## src/scrp_pkg.sv

```systemverilog
// Purpose: constants for the switch control register port
// Assumes: 16-bit host data, 8-bit host address
// Notes:   register map, field positions, rate codes
package scrp_pkg;
    localparam int DW = 16;
    localparam int AW = 8;
    // register select and offsets
    localparam int          ADDR_MEM_BIT   = 7;
    localparam logic [6:0]  OFS_CTRL       = 7'h00;
    localparam logic [6:0]  OFS_IMS        = 7'h01;
    localparam logic [15:0] RST_VAL        = 16'h0000;
    // switch_control fields
    localparam int CTL_ARM_BIT  = 5;
    localparam int CTL_MSEL_BIT = 4;
    localparam int CTL_STR_HI   = 3;
    localparam int CTL_USED_W   = 6;
    // interface_mode_select fields
    localparam int IMS_BFD_LO   = 5;
    localparam int IMS_BFD_HI   = 9;
    localparam int IMS_GO_BIT   = 4;
    localparam int IMS_STBY_BIT = 3;
    localparam int IMS_FES_BIT  = 2;
    localparam int IMS_RATE_HI  = 1;
    localparam int IMS_USED_W   = 10;
    // connection memory word layout
    localparam int CM_FILL_LO   = 11;
    // rate codes
    localparam logic [1:0] RATE_2M   = 2'h0;
    localparam logic [1:0] RATE_4M   = 2'h1;
    localparam logic [1:0] RATE_8M   = 2'h2;
    localparam logic [1:0] RATE_RSVD = 2'h3;
    localparam logic [6:0] CH_MASK_2M = 7'h1F;
    localparam logic [6:0] CH_MASK_4M = 7'h3F;
    localparam logic [6:0] CH_MASK_8M = 7'h7F;
    typedef enum logic [1:0] {
        SCRP_IDLE = 2'h0,
        SCRP_FILL = 2'h1,
        SCRP_DONE = 2'h3
    } scrp_fill_t;
endpackage

```

## src/scrp_mem_if.sv

```systemverilog
// Purpose: memory-side bundle between register port and address decoder
// Assumes: single clock
// Notes:   none
`timescale 1ns/100ps
interface scrp_mem_if;
    logic [1:0] rate;
    logic [6:0] addr;
    logic [6:0] chan;
    modport ctrl (output rate, output addr, input chan);
    modport dec  (input rate, input addr, output chan);
endinterface

```

## src/scrp_chan_dec.sv

```systemverilog
// Purpose: rate-dependent channel index masking
// Assumes: rate code held stable between accesses
// Notes:   reserved rate code treated as widest mask
`timescale 1ns/100ps
module scrp_chan_dec (
    scrp_mem_if.dec m
);
    logic [6:0] mask;
    always_comb begin
        unique case (m.rate)
            scrp_pkg::RATE_2M: mask = scrp_pkg::CH_MASK_2M;
            scrp_pkg::RATE_4M: mask = scrp_pkg::CH_MASK_4M;
            default:           mask = scrp_pkg::CH_MASK_8M;
        endcase
    end
    assign m.chan = m.addr & mask;
endmodule // scrp_chan_dec

```

## src/scrp_top.sv

```systemverilog
// Purpose: host register port of a time-slot switch
// Assumes: synchronous host strobes, one access per cycle
// Notes:   switching datapath lies outside; memory reached by ports
// How it works
// - drive pin or standby bit hands over control
// - control resets zero, bits 15..6 unused
// - bit 5 arms block programming
// - select zero: memory access hits connection
// - select one: read data, write connection
// - bits 3..0 pick stream subsection
// - channel index uses rate-valid lines only
// - mode register at 01, resets zero
// - address bit 7 picks memory vs register
// - drive pin overrides standby bit
// - block fill loads 15..11, clears 10..0
// - rate codes 00/01/10, 11 reserved
`timescale 1ns/100ps
module scrp_top #(
    parameter int FILL_CYCLES = 8
) (
    // clock and reset
    input  wire logic        i_clk,
    input  wire logic        i_rst_n,
    // host port
    input  wire logic        i_cs,
    input  wire logic        i_wr,
    input  wire logic [7:0]  i_addr,
    input  wire logic [15:0] i_wdata,
    output logic      [15:0] o_rdata,
    // pins
    input  wire logic        i_output_drive_enable_pin,
    output logic             o_outputs_enabled,
    output logic             o_rate_reserved,
    // connection memory port
    output logic             o_cm_we,
    output logic [3:0]       o_cm_stream,
    output logic [6:0]       o_cm_chan,
    output logic [15:0]      o_cm_wdata,
    output logic             o_cm_fill,
    output logic [4:0]       o_cm_fill_data,
    input  wire logic [15:0] i_cm_rdata,
    input  wire logic [15:0] i_dm_rdata
);
    // fill counter is 16 bits wide
    if (FILL_CYCLES < 1 || FILL_CYCLES > 65535) begin : g_bad_fill
        $error("FILL_CYCLES out of range");
    end

    ////////////////////////////////////////////////////////////////////////
    logic [5:0]  ctl_q, ctl_d;
    logic [9:0]  ims_q, ims_d;
    logic [15:0] rd_q, rd_d;
    logic [15:0] cnt_q, cnt_d;
    logic [15:0] fill_len_q, fill_len_d;
    scrp_pkg::scrp_fill_t st_q, st_d;
    logic is_mem, wr_ctl, wr_ims, go_rise, abort;
    scrp_mem_if mif ();

    assign is_mem = i_addr[scrp_pkg::ADDR_MEM_BIT];
    assign wr_ctl = i_cs & i_wr & ~is_mem & (i_addr[6:0] == scrp_pkg::OFS_CTRL);
    assign wr_ims = i_cs & i_wr & ~is_mem & (i_addr[6:0] == scrp_pkg::OFS_IMS);
    assign go_rise = wr_ims & i_wdata[scrp_pkg::IMS_GO_BIT]
                   & ~ims_q[scrp_pkg::IMS_GO_BIT];
    assign abort = (st_q == scrp_pkg::SCRP_FILL)
                 & ((wr_ims & ~i_wdata[scrp_pkg::IMS_GO_BIT])
                 | (wr_ctl & ~i_wdata[scrp_pkg::CTL_ARM_BIT]));

    assign mif.rate = ims_q[scrp_pkg::IMS_RATE_HI:0];
    assign mif.addr = i_addr[6:0];
    scrp_chan_dec u_dec (.m(mif.dec));

    ////////////////////////////////////////////////////////////////////////
    // registers and fill sequencer
    always_comb begin
        ctl_d = ctl_q;
        ims_d = ims_q;
        st_d  = st_q;
        cnt_d = cnt_q;
        if (wr_ctl)
            ctl_d = i_wdata[scrp_pkg::CTL_USED_W-1:0];
        if (wr_ims)
            ims_d = i_wdata[scrp_pkg::IMS_USED_W-1:0];
        unique case (st_q)
            scrp_pkg::SCRP_IDLE: begin
                if (go_rise && ctl_d[scrp_pkg::CTL_ARM_BIT]) begin
                    st_d  = scrp_pkg::SCRP_FILL;
                    cnt_d = 16'(FILL_CYCLES - 1);
                end
            end
            scrp_pkg::SCRP_FILL: begin
                if (abort)
                    st_d = scrp_pkg::SCRP_IDLE;
                else if (cnt_q == 16'h0000)
                    st_d = scrp_pkg::SCRP_DONE;
                else
                    cnt_d = cnt_q - 16'h0001;
            end
            default: begin
                // go bit returns to zero when done
                ims_d[scrp_pkg::IMS_GO_BIT] = 1'b0;
                st_d = scrp_pkg::SCRP_IDLE;
            end
        endcase
        if (!i_rst_n) begin
            ctl_d = '0;
            ims_d = '0;
            st_d  = scrp_pkg::SCRP_IDLE;
            cnt_d = 16'h0000;
        end
    end

    ////////////////////////////////////////////////////////////////////////
    // read path, one cycle latency
    always_comb begin
        rd_d = rd_q;
        if (i_cs && !i_wr) begin
            if (is_mem) begin
                rd_d = ctl_q[scrp_pkg::CTL_MSEL_BIT] ? i_dm_rdata : i_cm_rdata;
            end else if (i_addr[6:0] == scrp_pkg::OFS_CTRL) begin
                rd_d = {10'h000, ctl_q};
            end else if (i_addr[6:0] == scrp_pkg::OFS_IMS) begin
                rd_d = {6'h00, ims_q};
            end else begin
                rd_d = 16'h0000;
            end
        end
        if (!i_rst_n)
            rd_d = scrp_pkg::RST_VAL;
    end

    always_ff @(posedge i_clk) begin
        ctl_q <= ctl_d;
        ims_q <= ims_d;
        st_q  <= st_d;
        cnt_q <= cnt_d;
        rd_q  <= rd_d;
    end

    ////////////////////////////////////////////////////////////////////////
    assign o_rdata = rd_q;
    assign o_cm_we = i_cs & i_wr & is_mem & (st_q != scrp_pkg::SCRP_FILL);
    assign o_cm_stream = ctl_q[scrp_pkg::CTL_STR_HI:0];
    assign o_cm_chan   = mif.chan;
    assign o_cm_wdata  = i_wdata;
    // fill word 15..11, rest cleared by memory
    assign o_cm_fill = (st_q == scrp_pkg::SCRP_FILL);
    assign o_cm_fill_data = ims_q[scrp_pkg::IMS_BFD_HI:scrp_pkg::IMS_BFD_LO];
    assign o_outputs_enabled = i_output_drive_enable_pin
                             | ims_q[scrp_pkg::IMS_STBY_BIT];
    assign o_rate_reserved = (ims_q[scrp_pkg::IMS_RATE_HI:0]
                              == scrp_pkg::RATE_RSVD);

    ////////////////////////////////////////////////////////////////////////
    // fill cycles seen so far, only for the checks below
    always_comb begin
        fill_len_d = 16'h0000;
        if (i_rst_n && o_cm_fill)
            fill_len_d = fill_len_q + 16'h0001;
    end

    always_ff @(posedge i_clk) begin
        fill_len_q <= fill_len_d;
    end

    ////////////////////////////////////////////////////////////////////////
    a_ctrl_reset_zero: assert property (@(posedge i_clk)
        !i_rst_n |=> ctl_q == 6'h00 && ims_q == 10'h000)
        else $error("registers not zero after reset");
    a_fill_needs_arm: assert property (@(posedge i_clk) disable iff (!i_rst_n)
        $rose(o_cm_fill) |-> $past(ctl_d[scrp_pkg::CTL_ARM_BIT]))
        else $error("fill started without arm");
    a_read_select: assert property (@(posedge i_clk) disable iff (!i_rst_n)
        i_cs && !i_wr && is_mem && ctl_q[scrp_pkg::CTL_MSEL_BIT]
        |=> o_rdata == $past(i_dm_rdata))
        else $error("data memory read wrong");
    a_read_conn: assert property (@(posedge i_clk) disable iff (!i_rst_n)
        i_cs && !i_wr && is_mem && !ctl_q[scrp_pkg::CTL_MSEL_BIT]
        |=> o_rdata == $past(i_cm_rdata))
        else $error("connection memory read wrong");
    a_stream_field: assert property (@(posedge i_clk) disable iff (!i_rst_n)
        wr_ctl |=> o_cm_stream == $past(i_wdata[3:0]))
        else $error("stream field wrong");
    a_chan_mask: assert property (@(posedge i_clk) disable iff (!i_rst_n)
        ims_q[1:0] == scrp_pkg::RATE_2M |-> o_cm_chan[6:5] == 2'h0)
        else $error("channel beyond 2M range");
    a_ims_write: assert property (@(posedge i_clk) disable iff (!i_rst_n)
        wr_ims && !i_wdata[scrp_pkg::IMS_GO_BIT]
        |=> ims_q == $past(i_wdata[9:0]))
        else $error("mode register write lost");
    a_mem_no_reg: assert property (@(posedge i_clk) disable iff (!i_rst_n)
        i_cs && i_wr && is_mem |=> $stable(ctl_q) || $past(wr_ctl))
        else $error("memory write hit register");
    a_drive_override: assert property (@(posedge i_clk) disable iff (!i_rst_n)
        i_output_drive_enable_pin |-> o_outputs_enabled)
        else $error("drive pin not honoured");
    a_fill_bound: assert property (@(posedge i_clk)
        disable iff (!i_rst_n)
        o_cm_fill |-> fill_len_q < 16'(FILL_CYCLES))
        else $error("fill ran too long");
    a_fill_length: assert property (@(posedge i_clk)
        disable iff (!i_rst_n)
        $fell(o_cm_fill)
        |-> $past(abort) || $past(fill_len_q) == 16'(FILL_CYCLES - 1))
        else $error("fill length wrong");
    c_fill: cover property (@(posedge i_clk) $fell(o_cm_fill));
    c_dm_read: cover property (@(posedge i_clk)
        i_cs && !i_wr && is_mem && ctl_q[scrp_pkg::CTL_MSEL_BIT]);
    c_rate8: cover property (@(posedge i_clk) ims_q[1:0] == scrp_pkg::RATE_8M);
endmodule // scrp_top

```

## config.mk

```make
export PLATFORM = sky130hd
export DESIGN_NAME = scrp_top
export DESIGN_NICKNAME = d
export VERILOG_FILES = /design/src/scrp_pkg.sv /design/src/scrp_mem_if.sv /design/src/scrp_chan_dec.sv /design/src/scrp_top.sv
export SDC_FILE = /design/constraint.sdc
export NUM_CORES = 1
export LEC_CHECK = 0
export BUFFER_PORTS_ARGS = -buffer_cell sky130_fd_sc_hd__buf_2
export CAP_MARGIN = 20
export CORE_UTILIZATION = 40
export DETAILED_ROUTE_END_ITERATION = 16
export GPL_TIMING_DRIVEN = 0
export PLACE_DENSITY = 0.68
export RECOVER_POWER = 50
export SYNTH_ARGS = -nofsm -noshare
export SYNTH_HDL_FRONTEND = slang
export SYNTH_HIERARCHICAL = 1
export SYNTH_SLANG_ARGS = --single-unit
export TNS_END_PERCENT = 5
```

## constraint.sdc

```tcl
create_clock -name i_clk -period 1.75 [get_ports i_clk]
set_input_delay 0.35 -clock i_clk [delete_from_list [all_inputs] [get_ports i_clk]]
set_output_delay 0.35 -clock i_clk [all_outputs]
set_load 0.02 [all_outputs]
```

==> results.md <==
- Status: finished, violations left
- Failing checks: negative setup slack
- Async SR Flop Fraction: 0
- Antenna Nets Post-Route: 0
- Die Height: just under 90 µm
- Worst Path Arrival: just under 2 ns
- Yosys Warn Count: 6
- Internal power: between 2 and 2.5 mW
- Mapped Cells: around 310
- Sw Share: 0.2562
- Post-synthesis sequential area ratio: 0.3454
- Final hold vios: 0
- Number of global-route vias before repair: about 2.5k
- Root buffer cell: clkbuf_8
- Final Cell Area: around 3700 µm²
- Via count: 2644
- ANT cells: 0
- Max Fanout on Critical Path: 9
- Synth area leader: dfxtp_1
- Static leakage: about 1.7 nW
- Met3 Wirelength: 518 µm
- CTS tree: done
- Fin. max-slew vios: 0
- Sw power: between 0.6 and 0.7 mW
- Clk sinks: 50
- DR vias/cell: 5.085
- Total wire length: ~7.4 mm
- HP Class: input pin to flip-flop
- Top cells by count, synth: dfxtp_1, buf_4, nor2b_1, mux2i_1, nand2_1
- NumNets Final: 486
- Worst-margin pin slew: approximately 0.52 ns
- Max Root-Sink Buffers: 2
- Synth Area per Inst: around 9.5 µm²
- Core area: between 6000 and 7000 µm²
- Clock slew at reported path FFs: 0.09 ns
- Combinational share of power: 0.186
- Initial Util: 0.4196
- DP Worst Slack: -0.3048 ns
- Minimum clock period: about 1.8 ns
- Worst EP required: roughly 2.0 ns
- Highest metal used: met4
- Gr usage total: 0.1962
- GP Congestion: ~0.8
- Clk_lat worst skew: 0.30 ns
- Largest net degree at the start of global routing: 16
- Drc violations: 0
- Setup TNS: -0.03336 ns
- Yosys reg bits: 50
- Critical path class: input pin to flip-flop
- Initial antenna violation count: 0
- DP HPWL: 5.569 mm
- Layout area overhead: 29.40%
- Met1 wire length: 3.249 mm
- Total power: between 2 and 3 mW
- Row count: 30
- Synth Flop Type: dfxtp_1
- Setup crit start kind: input pin
- Rel. slew slack: 0.6530
- Total CTS buffers: 5
- Most frequent cell after synthesis: dfxtp_1
- Share of the synthesized area in the top cell type: 0.3454
- Syn Nets: roughly 370
- Number of top-level pins: 113
- Register share of total power: 0.445
- Pre-antenna DRT Iters: 4
- Max_cap viols: 0
- Main area contributors after synthesis: dfxtp_1, mux2i_1, buf_4
- Power Density: between 700 and 800 nW/µm²
- Die Width: 87.12 µm
- GRT overflow: 0
- Core Util, Final: 0.5429
- DP Area: 3543 µm²
- Worst IR Drop VDD: about 0.45 mV
- Port Buf Inserts: around 110
- Max H-tree Level: 2
- Count of different cell masters after synthesis: 55
- Layout cells sized above 1: 0.3561
- Post-Syn Area: 2898 µm²
- Iteration-0 DRC Markers: 91
- Final period util: 1.013
- First-pass GRT wire length: 11.63 mm
- Hold-fix buffers, CTS: 0
- Die area: 7589 µm²
- R2r setup slk: 0 ns
- Crit end category: flip-flop
- Setup Viol. Count Final: 3
- RSZ-0062 raised after global routing: true
- Average routed wire per standard cell: around 14 µm
- Max frequency: approximately 560 MHz
- Clk network pwr share: 0.369
- Number of synthesized flops with an enable pin: 0
- Met2 Wirelength: 3.539 mm
- Setup ws final: -0.02351 ns
- Layout Skew: ~0.0071 ns
==> worst paths after layout <==
kind | start | end | depth (start not counted)
max reg2reg | cnt_q[11] | cnt_q[2] | 6
min reg2reg | st_q[1] | ims_q[4] | 1
min | i_wdata[6] | ims_q[6] | 3
max | i_addr[6] | cnt_q[10] | 8
==> power groups by stage <==
stage	Sequential (mW)	Clock, mW	Combinational [mW]
after CTS	1.20	1.02	0.490
after global placement	1.22	0	0.462
after detailed placement	1.22	0	0.469
after global routing	1.20	1.07	0.545
after floorplan	1.24	0	0.283
final	1.20	0.995	0.501
==> logic make-up after synthesis <==
family,after synthesis,synth area share
fa+ha+maj,2,0.008634
flops,50,0.3454
simple gates,96,0.2111
mux,38,0.1377
buf+inv,53,0.1183
compound gates,67,0.1788
==> repair_timing <==
| item | in CTS | in global routing |
|---|---|---|
| gates resized for setup | 5 | 11 |
| buffers inserted | 1 | 4 |
| pin swaps | 3 | 6 |
| setup endpoints to repair | 17 | 16 |
| gates cloned | 0 | 1 |
==> sequential cells by signal, indices dropped and copies added, names as in the netlist <==
register	count
cnt_q	16
o_rdata	16
ims_q	10
ctl_q	6
st_q	2
==> cell usage in the layout (no fill, tap or decap), types with 7 or more instances in the layout <==
master and count:
nor2_1 11, mux2_2 15, nand2_1 15, nor2b_1 24, o21ai_0 9, inv_1 7
clkbuf_1 55, buf_4 34, mux2i_1 23, o211ai_1 8, buf_2 62, dfxtp_1 46
==> final cells by class <==
cell class                 count  area, µm²
sequential                    50       1006
buffer                        45      312.8
multi-input combinational    203       1618
clock buffer                   6      82.58
tap                           96      120.1
fill                         696       3157
timing repair buffer         111      524.3
inverter                       7      26.28
clock inverter                 2      60.06
==> metal layers <==
layer / track usage / vias up
li1: - / 1305
met1: 0.2388 / 1236
met2: 0.3386 / 95
met3: 0.05498 / 8
met4: 0.05514 / 0
met5: 0 / -
==> critical path: stages <==
cell      delay [ns]
buf_2           0.12
nor4_4          0.43
and3_1          0.24
buf_6           0.15
a21boi_2        0.09
and2_4          0.18
buf_6           0.13
a211o_1         0.28
==> metrics by stage <==
step	hold WS [ns]	cells
finish	0.3168	520
global route	0.3312	520
CTS	0.3177	515
detailed placement	0.4516	507
global placement	0.4489	507
floorplan	0.4261	306
Note: power is estimated with default switching activity, not from simulation.
